[src/include/rcal_cfg.svh]
// constants of the calendar and hour alarm block
//
// What this block does
// - hour alarm compared with current hour count
// - top two alarm bits set: always match
// - weekday stays one through seven, Sunday first
// - weekday encoding same in binary and BCD
// - date in month held as one to 31
// - month held as one to twelve
// - year held zero to 99, 2000-2099
// - date, month, year follow format selection
// - format bit set binary, clear BCD
// - hour bit set 24-hour, clear 12-hour
`ifndef RCAL_CFG_SVH
`define RCAL_CFG_SVH

// ==========================================================
// register offsets
`define RCAL_OFS_HOUR_ALARM 8'h05
`define RCAL_OFS_WEEKDAY    8'h06
`define RCAL_OFS_DATE       8'h07
`define RCAL_OFS_MONTH      8'h08
`define RCAL_OFS_YEAR       8'h09

// ==========================================================
// reset values and fixed codes
`define RCAL_RST_VAL        8'h00
`define RCAL_ZERO           8'h00
`define RCAL_FIRST          8'h01
`define RCAL_DONT_CARE      2'b11
`define RCAL_HOUR_MASK_24   8'h7f
`define RCAL_HOUR_MASK_12   8'hff

// ==========================================================
// range limits in each notation
`define RCAL_WEEKDAY_MAX    8'h07
`define RCAL_MONTH_MAX_BIN  8'h0c
`define RCAL_MONTH_MAX_BCD  8'h12
`define RCAL_YEAR_MAX_BIN   8'h63
`define RCAL_YEAR_MAX_BCD   8'h99
`define RCAL_BCD_DIGIT_MAX  4'h9
`define RCAL_BCD_DIGIT_ZERO 4'h0
`define RCAL_BCD_DIGIT_ONE  4'h1

// ==========================================================
// month lengths, binary
`define RCAL_DAYS_31        8'h1f
`define RCAL_DAYS_30        8'h1e
`define RCAL_DAYS_29        8'h1d
`define RCAL_DAYS_28        8'h1c
`define RCAL_MONTH_FEB      8'h02
`define RCAL_MONTH_APR      8'h04
`define RCAL_MONTH_JUN      8'h06
`define RCAL_MONTH_SEP      8'h09
`define RCAL_MONTH_NOV      8'h0b
`define RCAL_LEAP_BITS      2'b00

`endif

[src/include/rcal_pkg.sv]
// types shared by the calendar block
package rcal_pkg;

  // one register byte
  typedef logic [7:0] rcal_byte_t;

  // decoded register select
  typedef enum logic [2:0] {
    RCAL_SEL_NONE,
    RCAL_SEL_HOUR_ALARM,
    RCAL_SEL_WEEKDAY,
    RCAL_SEL_DATE,
    RCAL_SEL_MONTH,
    RCAL_SEL_YEAR
  } rcal_sel_t;

endpackage : rcal_pkg

[src/rtl/rcal_top.sv]
// calendar counts and hour alarm match for the battery-backed clock
`timescale 1ns/1ps
`include "rcal_cfg.svh"

module rcal_top (
  // clock and reset
  input  wire logic       mclk_i,
  input  wire logic       rst_b_i,

  // register port
  input  wire logic [7:0] reg_addr_i,
  input  wire logic [7:0] reg_wdata_i,
  input  wire logic       reg_wr_i,
  input  wire logic       reg_rd_i,
  output logic      [7:0] reg_rdata_o,

  // format selection from the control register
  input  wire logic       binary_format_select_i,
  input  wire logic       hour_24_select_i,

  // time base and time-of-day side
  input  wire logic       day_rollover_i,
  input  wire logic [7:0] hour_count_i,
  input  wire logic       alarm_check_i,
  input  wire logic       sec_min_match_i,

  // results
  output logic            alarm_event_o,
  output logic      [7:0] hour_alarm_match_o,
  output logic      [7:0] weekday_count_o,
  output logic      [7:0] date_in_month_o,
  output logic      [7:0] month_count_o,
  output logic      [7:0] year_in_century_o
);

  // ==========================================================
  // register storage
  rcal_pkg::rcal_byte_t hour_alarm_match_reg;
  rcal_pkg::rcal_byte_t hour_alarm_match_next;
  rcal_pkg::rcal_byte_t weekday_count_reg;
  rcal_pkg::rcal_byte_t weekday_count_next;
  rcal_pkg::rcal_byte_t date_in_month_reg;
  rcal_pkg::rcal_byte_t date_in_month_next;
  rcal_pkg::rcal_byte_t month_count_reg;
  rcal_pkg::rcal_byte_t month_count_next;
  rcal_pkg::rcal_byte_t year_in_century_reg;
  rcal_pkg::rcal_byte_t year_in_century_next;
  rcal_pkg::rcal_byte_t rdata_reg;
  rcal_pkg::rcal_byte_t rdata_next;
  logic                 alarm_event_reg;
  logic                 alarm_event_next;

  // ==========================================================
  // address decode
  rcal_pkg::rcal_sel_t sel;
  logic                hit_halarm;
  logic                hit_weekday;
  logic                hit_date;
  logic                hit_month;
  logic                hit_year;

  assign hit_halarm  = (reg_addr_i == `RCAL_OFS_HOUR_ALARM);
  assign hit_weekday = (reg_addr_i == `RCAL_OFS_WEEKDAY);
  assign hit_date    = (reg_addr_i == `RCAL_OFS_DATE);
  assign hit_month   = (reg_addr_i == `RCAL_OFS_MONTH);
  assign hit_year    = (reg_addr_i == `RCAL_OFS_YEAR);

  // one-hot hits folded into a named select
  assign sel = hit_halarm  ? rcal_pkg::RCAL_SEL_HOUR_ALARM :
               hit_weekday ? rcal_pkg::RCAL_SEL_WEEKDAY    :
               hit_date    ? rcal_pkg::RCAL_SEL_DATE       :
               hit_month   ? rcal_pkg::RCAL_SEL_MONTH      :
               hit_year    ? rcal_pkg::RCAL_SEL_YEAR       :
                             rcal_pkg::RCAL_SEL_NONE;

  // ==========================================================
  // write strobes per register
  logic wr_halarm;
  logic wr_weekday;
  logic wr_date;
  logic wr_month;
  logic wr_year;

  // unmapped writes fall through and change nothing
  assign wr_halarm  = reg_wr_i && (sel == rcal_pkg::RCAL_SEL_HOUR_ALARM);
  assign wr_weekday = reg_wr_i && (sel == rcal_pkg::RCAL_SEL_WEEKDAY);
  assign wr_date    = reg_wr_i && (sel == rcal_pkg::RCAL_SEL_DATE);
  assign wr_month   = reg_wr_i && (sel == rcal_pkg::RCAL_SEL_MONTH);
  assign wr_year    = reg_wr_i && (sel == rcal_pkg::RCAL_SEL_YEAR);

  // ==========================================================
  // notation-dependent limits
  logic       bin_mode;
  logic [7:0] month_max;
  logic [7:0] year_max;

  // set selects binary, clear selects BCD
  assign bin_mode  = binary_format_select_i;
  assign month_max = bin_mode ? `RCAL_MONTH_MAX_BIN : `RCAL_MONTH_MAX_BCD;
  assign year_max  = bin_mode ? `RCAL_YEAR_MAX_BIN  : `RCAL_YEAR_MAX_BCD;

  // ==========================================================
  // incrementers for the date, month and year counts; weekday adds one inline
  logic [7:0] date_inc;
  logic [7:0] month_inc;
  logic [7:0] year_inc;

  rcal_fmt_inc u_date_inc (
    .binary_i (bin_mode),
    .value_i  (date_in_month_reg),
    .next_o   (date_inc)
  );

  rcal_fmt_inc u_month_inc (
    .binary_i (bin_mode),
    .value_i  (month_count_reg),
    .next_o   (month_inc)
  );

  rcal_fmt_inc u_year_inc (
    .binary_i (bin_mode),
    .value_i  (year_in_century_reg),
    .next_o   (year_inc)
  );

  // ==========================================================
  // end-of-month detection
  logic month_end;

  rcal_last_day u_last_day (
    .binary_i (bin_mode),
    .date_i   (date_in_month_reg),
    .month_i  (month_count_reg),
    .year_i   (year_in_century_reg),
    .last_o   (month_end)
  );

  // ==========================================================
  // rollover chain: date carries into month, month into year; weekday rolls alone
  logic       week_end;
  logic       year_end;
  logic       carry_month;
  logic       carry_year;
  logic [7:0] weekday_roll;
  logic [7:0] date_roll;
  logic [7:0] month_roll;
  logic [7:0] year_roll;

  // weekday ignores the notation: 1..7 reads alike in both
  assign week_end     = (weekday_count_reg >= `RCAL_WEEKDAY_MAX) ||
                        (weekday_count_reg == `RCAL_ZERO);
  assign weekday_roll = week_end ? `RCAL_FIRST
                                 : weekday_count_reg + `RCAL_FIRST;

  // date restarts at one after the month's last day
  assign carry_month  = month_end;
  assign date_roll    = carry_month ? `RCAL_FIRST : date_inc;

  // month wraps twelve to one; zero is taken as out of range too
  assign year_end     = (month_count_reg >= month_max) ||
                        (month_count_reg == `RCAL_ZERO);
  assign carry_year   = carry_month && year_end;
  assign month_roll   = !carry_month ? month_count_reg
                      : year_end     ? `RCAL_FIRST : month_inc;

  // year 99 wraps to 0, the century is not tracked
  assign year_roll    = !carry_year  ? year_in_century_reg
                      : (year_in_century_reg >= year_max) ? `RCAL_ZERO
                      : year_inc;

  // ==========================================================
  // next-state of each count; a software write wins over a
  // rollover in the same cycle, so the written value sticks
  always_comb begin
    hour_alarm_match_next = hour_alarm_match_reg;
    if (wr_halarm) begin
      hour_alarm_match_next = reg_wdata_i;
    end
  end

  // weekday: rollover or software load
  always_comb begin
    weekday_count_next = weekday_count_reg;
    if (wr_weekday) begin
      weekday_count_next = reg_wdata_i;
    end else if (day_rollover_i) begin
      weekday_count_next = weekday_roll;
    end
  end

  // date in month: rollover or software load
  always_comb begin
    date_in_month_next = date_in_month_reg;
    if (wr_date) begin
      date_in_month_next = reg_wdata_i;
    end else if (day_rollover_i) begin
      date_in_month_next = date_roll;
    end
  end

  // month: moves on a month carry or a software load
  always_comb begin
    month_count_next = month_count_reg;
    if (wr_month) begin
      month_count_next = reg_wdata_i;
    end else if (day_rollover_i) begin
      month_count_next = month_roll;
    end
  end

  // year: moves on a year carry or a software load
  always_comb begin
    year_in_century_next = year_in_century_reg;
    if (wr_year) begin
      year_in_century_next = reg_wdata_i;
    end else if (day_rollover_i) begin
      year_in_century_next = year_roll;
    end
  end

  // ==========================================================
  // hour alarm comparison
  logic [7:0] hour_mask;
  logic       hour_dont_care;
  logic       hour_equal;
  logic       hour_match;

  // 24-hour mode keeps the AM/PM bit out of the compare
  assign hour_mask      = hour_24_select_i ? `RCAL_HOUR_MASK_24
                                           : `RCAL_HOUR_MASK_12;
  assign hour_dont_care = (hour_alarm_match_reg[7:6] == `RCAL_DONT_CARE);
  assign hour_equal     = ((hour_alarm_match_reg & hour_mask) ==
                           (hour_count_i & hour_mask));
  assign hour_match     = hour_dont_care || hour_equal;

  // event needs seconds and minutes to agree as well
  assign alarm_event_next = alarm_check_i && sec_min_match_i && hour_match;

  // ==========================================================
  // read data mux, valid only the cycle after the strobe
  logic [7:0] rd_mux;

  // unmapped offsets read as zero
  always_comb begin
    case (sel)
      rcal_pkg::RCAL_SEL_HOUR_ALARM: rd_mux = hour_alarm_match_reg;
      rcal_pkg::RCAL_SEL_WEEKDAY:    rd_mux = weekday_count_reg;
      rcal_pkg::RCAL_SEL_DATE:       rd_mux = date_in_month_reg;
      rcal_pkg::RCAL_SEL_MONTH:      rd_mux = month_count_reg;
      rcal_pkg::RCAL_SEL_YEAR:       rd_mux = year_in_century_reg;
      rcal_pkg::RCAL_SEL_NONE:       rd_mux = `RCAL_ZERO;
      default:                       rd_mux = `RCAL_ZERO;
    endcase
  end

  // data returns to zero when no read is pending
  assign rdata_next = reg_rd_i ? rd_mux : `RCAL_ZERO;

  // ==========================================================
  // calendar registers, one short process per count
  // every count clears together on the clock-domain reset

  // hour alarm match value, loaded only by software
  // the hardware never changes it
  always_ff @(posedge mclk_i) begin
    if (!rst_b_i) begin
      hour_alarm_match_reg <= `RCAL_RST_VAL;
    end else begin
      hour_alarm_match_reg <= hour_alarm_match_next;
    end
  end

  // weekday count
  always_ff @(posedge mclk_i) begin
    if (!rst_b_i) begin
      weekday_count_reg <= `RCAL_RST_VAL;
    end else begin
      weekday_count_reg <= weekday_count_next;
    end
  end

  // date in month; a write in a rollover cycle wins
  always_ff @(posedge mclk_i) begin
    if (!rst_b_i) begin
      date_in_month_reg <= `RCAL_RST_VAL;
    end else begin
      date_in_month_reg <= date_in_month_next;
    end
  end

  // month count, moved by the date carry
  // or by a software load
  always_ff @(posedge mclk_i) begin
    if (!rst_b_i) begin
      month_count_reg <= `RCAL_RST_VAL;
    end else begin
      month_count_reg <= month_count_next;
    end
  end

  // year in century; the century itself is not kept
  always_ff @(posedge mclk_i) begin
    if (!rst_b_i) begin
      year_in_century_reg <= `RCAL_RST_VAL;
    end else begin
      year_in_century_reg <= year_in_century_next;
    end
  end

  // ==========================================================
  // read data and alarm pulse registers
  // read data clears between reads so a stale byte never stands
  always_ff @(posedge mclk_i) begin
    if (!rst_b_i) begin
      rdata_reg <= `RCAL_ZERO;
    end else begin
      rdata_reg <= rdata_next;
    end
  end

  // alarm pulse lasts one cycle per qualifying check
  always_ff @(posedge mclk_i) begin
    if (!rst_b_i) begin
      alarm_event_reg <= 1'b0;
    end else begin
      alarm_event_reg <= alarm_event_next;
    end
  end

  // ==========================================================
  // outputs, all straight from flip-flops
  assign reg_rdata_o        = rdata_reg;
  assign alarm_event_o      = alarm_event_reg;
  assign hour_alarm_match_o = hour_alarm_match_reg;
  assign weekday_count_o    = weekday_count_reg;
  assign date_in_month_o    = date_in_month_reg;
  assign month_count_o      = month_count_reg;
  assign year_in_century_o  = year_in_century_reg;

endmodule : rcal_top

[src/rtl/rcal_fmt_inc.sv]
// increment of one count byte in binary or BCD notation
`timescale 1ns/1ps
`include "rcal_cfg.svh"

module rcal_fmt_inc (
  // operand
  input  wire logic       binary_i,
  input  wire logic [7:0] value_i,
  // result
  output logic      [7:0] next_o
);

  // ==========================================================
  // digit carry for BCD
  logic [3:0] lo_digit;
  logic [3:0] hi_digit;
  logic       lo_carry;
  logic [7:0] bcd_next;
  logic [7:0] bin_next;

  assign lo_digit = value_i[3:0];
  assign hi_digit = value_i[7:4];
  assign lo_carry = (lo_digit >= `RCAL_BCD_DIGIT_MAX);
  assign bcd_next = lo_carry ? {hi_digit + `RCAL_BCD_DIGIT_ONE, `RCAL_BCD_DIGIT_ZERO}
                             : {hi_digit, lo_digit + `RCAL_BCD_DIGIT_ONE};
  assign bin_next = value_i + `RCAL_FIRST;
  assign next_o   = binary_i ? bin_next : bcd_next;

endmodule : rcal_fmt_inc

[src/rtl/rcal_last_day.sv]
// last date_in_month detector, leap aware, either notation
`timescale 1ns/1ps
`include "rcal_cfg.svh"

module rcal_last_day (
  // counts as held in the registers
  input  wire logic       binary_i,
  input  wire logic [7:0] date_i,
  input  wire logic [7:0] month_i,
  input  wire logic [7:0] year_i,
  // result
  output logic            last_o
);

  // ==========================================================
  // fold each field to binary so one table serves both notations
  logic [7:0] raw   [3];
  logic [7:0] plain [3];

  assign raw[0] = date_i;
  assign raw[1] = month_i;
  assign raw[2] = year_i;

  genvar gi;
  generate
    for (gi = 0; gi < 3; gi++) begin : g_fold
      logic [7:0] hi;
      assign hi        = {4'h0, raw[gi][7:4]};
      assign plain[gi] = binary_i ? raw[gi]
                                  : (hi << 3) + (hi << 1) + {4'h0, raw[gi][3:0]};
    end
  endgenerate

  // ==========================================================
  // month length; every year of 2000-2099 divisible by four is leap
  logic       leap;
  logic       short_month;
  logic [7:0] month_len;

  assign leap        = (plain[2][1:0] == `RCAL_LEAP_BITS);
  assign short_month = (plain[1] == `RCAL_MONTH_APR) || (plain[1] == `RCAL_MONTH_JUN) ||
                       (plain[1] == `RCAL_MONTH_SEP) || (plain[1] == `RCAL_MONTH_NOV);
  assign month_len   = (plain[1] == `RCAL_MONTH_FEB) ? (leap ? `RCAL_DAYS_29 : `RCAL_DAYS_28)
                     : short_month ? `RCAL_DAYS_30 : `RCAL_DAYS_31;
  // out-of-range dates also end the month, so the count recovers
  assign last_o      = (plain[0] >= month_len);

endmodule : rcal_last_day

[config.mk]
export PLATFORM = sky130hd
export DESIGN_NAME = rcal_top
export DESIGN_NICKNAME = d
export VERILOG_FILES = /design/src/include/rcal_pkg.sv /design/src/rtl/rcal_top.sv /design/src/rtl/rcal_fmt_inc.sv /design/src/rtl/rcal_last_day.sv
export VERILOG_INCLUDE_DIRS = /design/src /design/src/include
export SDC_FILE = /design/constraint.sdc
export NUM_CORES = 1
export LEC_CHECK = 0
export BUFFER_PORTS_ARGS = -buffer_cell sky130_fd_sc_hd__clkbuf_2
export CORE_ASPECT_RATIO = 0.75
export CORE_MARGIN = 4
export CORE_UTILIZATION = 50
export CTS_CLUSTER_DIAMETER = 120
export DETAILED_ROUTE_END_ITERATION = 8
export GPL_TIMING_DRIVEN = 0
export HOLD_SLACK_MARGIN = 0.15
export PLACE_DENSITY = 0.76
export SYNTH_ARGS = -nofsm -noshare
export SYNTH_HDL_FRONTEND = slang
export SYNTH_SLANG_ARGS = --single-unit
[constraint.sdc]
create_clock -name mclk_i -period 4.01 [get_ports mclk_i]
set_clock_uncertainty 0.15 [all_clocks]
set_input_delay 0 -clock mclk_i [delete_from_list [all_inputs] [get_ports mclk_i]]
set_output_delay 0 -clock mclk_i [all_outputs]
set_load 0.01 [all_outputs]
== Word-level counts from Yosys, hierarchy flattened ==
Cells that the tools add are included.
Storage, ports and cells
  output and inout port bits: 49
  register bits: 49
  input port bits: 33
Operators by class
  $lt $le $gt $ge: 7
  mux-type cells: 35
  equal/unequal tests: 17
  add/sub/neg operators: 16
  bitwise operators: 2
  reduce and logical (&&, ||, !) cells: 32
Operators with widths (number)
  8-bit two-way mux: 24
  8-bit by 3-bit == test with 1-bit output (second input constant): 5
  8-bit case mux with 5 select lines: 1
  8-bit by 1-bit adder with 8-bit output (second input constant): 4
  8-bit by 4-bit == test with 1-bit output (second input constant): 4
  4-bit by 1-bit adder with 4-bit output (second input constant): 6
  7-bit by 5-bit adder with 8-bit output: 2
  8-bit by 4-bit adder with 8-bit output: 2
  8-bit bitwise AND: 2
  8-bit by 5-bit greater-or-equal comparator with 1-bit output: 2
  8-bit zero test: 2
  3-bit two-way mux: 5
  4-bit greater-or-equal comparator (second input constant): 3
  2-bit nonzero test: 6
  4-bit nonzero test: 3
  8-bit by 2-bit == test with 1-bit output (second input constant): 1
  8-bit == test: 1
  8-bit by 3-bit greater-or-equal comparator with 1-bit output (second input constant): 1
  8-bit greater-or-equal comparator: 1
  1-bit logical AND: 8
  2-bit AND reduction: 4
  3-bit by 2-bit == test with 1-bit output (second input constant): 2
  3-bit == test (second input constant): 2
  1-bit logical OR: 6
  other kinds (9): 12

== Longest topological paths before layout ==
  word-level depth: 14
  depth in mapped cells: 16

== By module ==
From an unflattened synthesis, not the netlist that was laid out.
Unflattened totals
  cell total of the unflattened synthesis: 461
  area, all modules: 3998.8 um^2
By module, submodules not included
  rcal_top: sequential area each 980.9 um^2, times used 1, area each 2765.2 um^2, cells each 302
  rcal_fmt_inc: sequential area each 0.0 um^2, times used 3, area each 226.5 um^2, cells each 32
  rcal_last_day: sequential area each 0.0 um^2, times used 1, area each 554.3 um^2, cells each 63

== Least setup slack after synthesis ==
OpenSTA, ideal clock, no wires.
  path kind: reg2reg
  start: register month_count_reg[4] (netlist: month_count_o[4])
  end: register date_in_month_reg[6] (netlist: date_in_month_o[6])
  arrival time: 4.116 ns
  period minus slack after synthesis: 4.349 ns
  cell stages (with the launch flop): 15
  library setup time: 0.083 ns
  path slack: -0.339 ns
  required time: 3.777 ns
  buffers on the path: 1
  cell sequence: dfxtp_1 fa_1 fa_1 nor4b_1 a31oi_1 a211oi_1 o21ai_0 ha_1 nand2b_1 a21o_1 a2111oi_4 o21ai_1 buf_2 or4b_2 o221ai_1
Between the ends
  word-level cells in the longest chain between the ends: 13
  elaborated cells between the ends (all ways): 19
  classes of those cells: add/sub (2); order compare (1); eq/ne (5); mux (6); reduce/logical (5)
Ends and longest elaborated chain
  start: declaration: line rcal_top.sv:44  | rcal_pkg::rcal_byte_t month_count_reg;
  start signal: assignment: line rcal_top.sv:295  | month_count_reg <= `RCAL_RST_VAL;
  start signal: assignment: line rcal_top.sv:297  | month_count_reg <= month_count_next;
  7-bit by 5-bit adder with 8-bit output: line rcal_last_day.sv:30  | : (hi << 3) + (hi << 1) + {4'h0, raw[gi][3:0]};
  8-bit by 4-bit adder with 8-bit output: line rcal_last_day.sv:30
  8-bit two-way mux (*): line rcal_last_day.sv:29  | assign plain[gi] = binary_i ? raw[gi]
  8-bit by 3-bit == test with 1-bit output (no line)
  1-bit logical OR (3 in a row): line rcal_last_day.sv:41  | assign short_month = (plain[1] == `RCAL_MONTH_APR) || (plain[1] == `RCAL_MONTH_JUN) ||
  1-bit two-way mux (no line)
  2-bit two-way mux (no line) (*)
  8-bit by 5-bit greater-or-equal comparator with 1-bit output (*): line rcal_last_day.sv:46  | assign last_o = (plain[0] >= month_len);
  8-bit two-way mux: line rcal_top.sv:157  | assign date_roll = carry_month ? `RCAL_FIRST : date_inc;
  8-bit two-way mux: line rcal_top.sv:196  | end else if (day_rollover_i) begin
  8-bit two-way mux: line rcal_top.sv:194  | if (wr_date) begin
  end signal: assignment: line rcal_top.sv:285  | date_in_month_reg <= `RCAL_RST_VAL;
  end signal: assignment: line rcal_top.sv:287  | date_in_month_reg <= date_in_month_next;
  end: declaration: line rcal_top.sv:42  | rcal_pkg::rcal_byte_t date_in_month_reg;
Mark *: on every way between the ends. The rest lies on a longest branch, timed or not. The select of a mux whose other input is x is not followed.
A chain may end at the register's enable or synchronous reset.

== Final worst setup path ==
Ends and elaborated chain as after synthesis.

==> impl_results.md <==
- Outcome: finished with violations
- Failing checks: negative setup slack
- Leak Pwr: between 2 and 2.5 nW
- Synth Warn #: 0
- Tcrit/Tclk final: 105.8%
- Clk root buf: clkbuf_8
- DIE AREA: between 9000 and 10000 um^2
- Synth Flop Type: dfxtp_1
- Endpoint type of the worst setup path: flop
- Top cells by area, synth: dfxtp_1 24%, ha_1 13%, mux2i_1 4.8%
- Initial antenna violation count: 0
- Post-Syn Instances: roughly 500
- CP Data Required Time: a little over 4 ns
- Max Fclk: approximately 0.24 GHz
- VDD IR-drop max: roughly 0.19 mV
- GP Congestion: roughly 1.0
- Final min period: 4.242 ns
- Post-synth EDFFs: 0
- Final setup fails: 19
- Critical path class: reg -> reg
- I/O Buffers: 81
- TritonCTS clock tree: done
- Total overflow reported by the global router: 0
- Max Cap Viol: 0
- Met2 routed WL: about 6.5 mm
- Top cell type's share of synthesized area: a little under a quarter
- Worst Hold Launch: reg_addr_i[5]
- Met3 routed WL: 1.788 mm
- Remaining DRCs: 0
- Ant. Diodes: 0
- Clk Latency, worst-skew pair: 0.33 ns
- Worst Reg-to-Reg Cells: 15
- Vias in the first global route: approximately 4400
- Drt wl/cell: about 21 um
- Via count: 4746
- Number of synthesized register bits: 49
- CTS buffer count: 5
- Hold depth: 5
- Fill count: approximately 670
- HPWL after detailed placement: slightly above 10 mm
- Reg2reg setup slack: -0.23 ns
- CTS Buffer Depth: 2
- Initial core utilization: roughly 52%
- Final wirelength: approximately 15 mm
- Worst-path fanout max: 4
- CP cell instances: fa_1 -> fa_1 -> buf_6 -> nor3b_2 -> a311oi_1 -> a21oi_1 -> o21ai_1 -> ha_1 -> nand2b_4 -> a21o_4 -> a2111oi_4 -> o21ai_2 -> buf_6 -> or4b_4 -> o221ai_2
- Initial detailed-routing violation count: slightly below 700
- Num ports: approximately 80
- Worst r2r src: month_count_o[4]
- Post-synth ARST share: 0%
- Largest net degree at the start of global routing: 16
- Synth Cell Area: roughly 4200 um^2
- Metal1 wirelength: about 6 mm
- Row cnt: 28
- Buf/Inv on CP: 2
- Max Slew Vio Count: 0
- Die height: around 87 um
- Crit path max-delay cell type: fa_1
- Commonest cells after routing, fill and taps aside: 81 x clkbuf_2, 43 x dfxtp_1, 42 x nand2_1
- Final WS setup: -0.2321 ns
- RSZ-0062 raised after global routing: yes
- Setup tns final: -3.289 ns
- Post-synth net total: ~580
- Leading area contributor after synthesis: dfxtp_1
- PwrDens: just over 200 nW/um^2
- CP arrival: 4.36 ns
- Worst Hold Slack: between 0.15 and 0.2 ns
- Core Box Area: 7988 um^2
- Synth unique cells: between 60 and 70
- Chip width: approximately 110 um
- CP top delay family: adder cells
- DR top layer: met4
- Synth-to-layout area growth: 29.99%
- Critical path startpoint: month_count_o[4]
- First-pass GRT wire length: 23.10 mm
- CTS Sinks: around 50
- Reg-to-Reg End: date_in_month_o[6]
- CP Launch Type: flop
- Post-synthesis sequential area ratio: 23.58%
- ANT nets after route: 0
- Worst stage delay on the critical path: between 0.5 and 0.6 ns
- Syn_area_per_cell: approximately 8.4 um^2
- Slew margin rel.: 28.10%
- DR pass1 iterations: 5
- Slew @ Worst Pin: ~1.1 ns
- Final nets: a little over 700
- Layout cells sized above 1: 29.71%
- Hold EP: reg_rdata_o[7]
- Hold Crit Class: in -> reg
- GRT Total Usage: between 20% and 30%
- Drt via density: between 6 and 7
- Clock transition at path regs: 0.10 ns
- Htree depth: 2
- Leading cell type in the layout, fill and taps excluded: clkbuf_2
- Final hold viol count: 0
[metal layers]
metal / vias to the layer above / global-route usage, %
met5: - / 0
met4: 0 / 11.90
met3: 85 / 7.778
met2: 320 / 46.51
met1: 2221 / 39.65
li1: 2120 / -
[tightest hold or removal path: stages]
cell and delay (ns):
clkbuf_2 0.09, nor4_1 0.07, nand2_1 0.23, o22a_1 0.17, nor2_1 0.04
[power by group]
group	leakage (nW)	internal (mW)	switching, mW
Sequential	0.400	0.491	0.0197
Clock	0.0439	0.121	0.187
Combinational	1.87	0.125	0.162
[stage by stage]
step | instance area, um^2 | utilization [%] | power [mW] | cells | worst slack, ns
floorplan | 4184 | - | 0.6515 | 498 | -0.004567
global placement | 4721 | 59.10 | 0.7273 | 684 | -0.5826
detailed placement | 4721 | 59.10 | 0.7363 | 684 | -0.6490
CTS | 5265 | 65.91 | 1.086 | 728 | -0.1740
global route | 5408 | 67.70 | 1.141 | 731 | -0.4053
finish | 5408 | 67.70 | 1.106 | 731 | -0.2321
[sequential cells by signal (all words and copies together) (netlist names)]
signal and count:
alarm_event_o 1, date_in_month_o 8, weekday_count_o 8, reg_rdata_o 8
hour_alarm_match_o 8, year_in_century_o 8, month_count_o 8
[logic make-up after synthesis]
logic type / after synthesis / synth area share, %
AND/OR/NAND/NOR: 171 / 21.99
AO/OA/AOI/OAI: 133 / 22.95
buffers and inverters: 49 / 5.113
flip-flops: 49 / 23.58
adder cells (fa/ha/maj): 47 / 14.86
multiplexers: 30 / 7.519
XOR/XNOR: 19 / 4.000
[Yosys cell counts, types with 5 or more instances]
cell and number:
o211ai_1 11, a31oi_1 14, xor2_1 9, xnor2_1 10, o21ai_0 16, mux2i_1 20
nor3_1 9, a21o_1 6, nor2_1 40, mux2_2 10, a211oi_1 5, o221ai_1 5
nor4_1 8, buf_2 8, clkbuf_1 10, dfxtp_1 49, o22a_1 8, nor3b_1 8
nand3_1 13, a22oi_1 11, nand4_1 6, inv_1 21, nand2_1 42, ha_1 43
a21oi_1 30, buf_1 6, or4_1 8
[repair_timing]
action	in CTS	in global routing
hold buffers	21	0
buffers inserted	14	3
endpoints found under the hold margin	49	0
pin swaps	23	28
endpoints found under the setup margin	23	23
gates cloned	1	0
gates resized for setup	27	23
[final cells by class]
class                      count  area, um^2  area share [%]
multi-input combinational    400        3174           58.70
sequential                    49       998.5           18.46
timing repair buffer         120       777.0           14.37
buffer                        27       157.7           2.915
tap                          105       131.4           2.429
inverter                      22       82.58           1.527
clock buffer                   5       68.82           1.273
clock inverter                 3       17.52          0.3239
[worst max-delay path by stage]
stage | end | slack (ns) | cells after the start
after global routing | date_in_month_o[6] | -0.41 | 15
after global placement | date_in_month_o[3] | -0.58 | 15
final | date_in_month_o[6] | -0.23 | 15
after CTS | date_in_month_o[4] | -0.17 | 14
after detailed placement | date_in_month_o[3] | -0.65 | 14
after floorplan | date_in_month_o[6] | -0.005 | 14
Power figures use the tool's default switching activity.
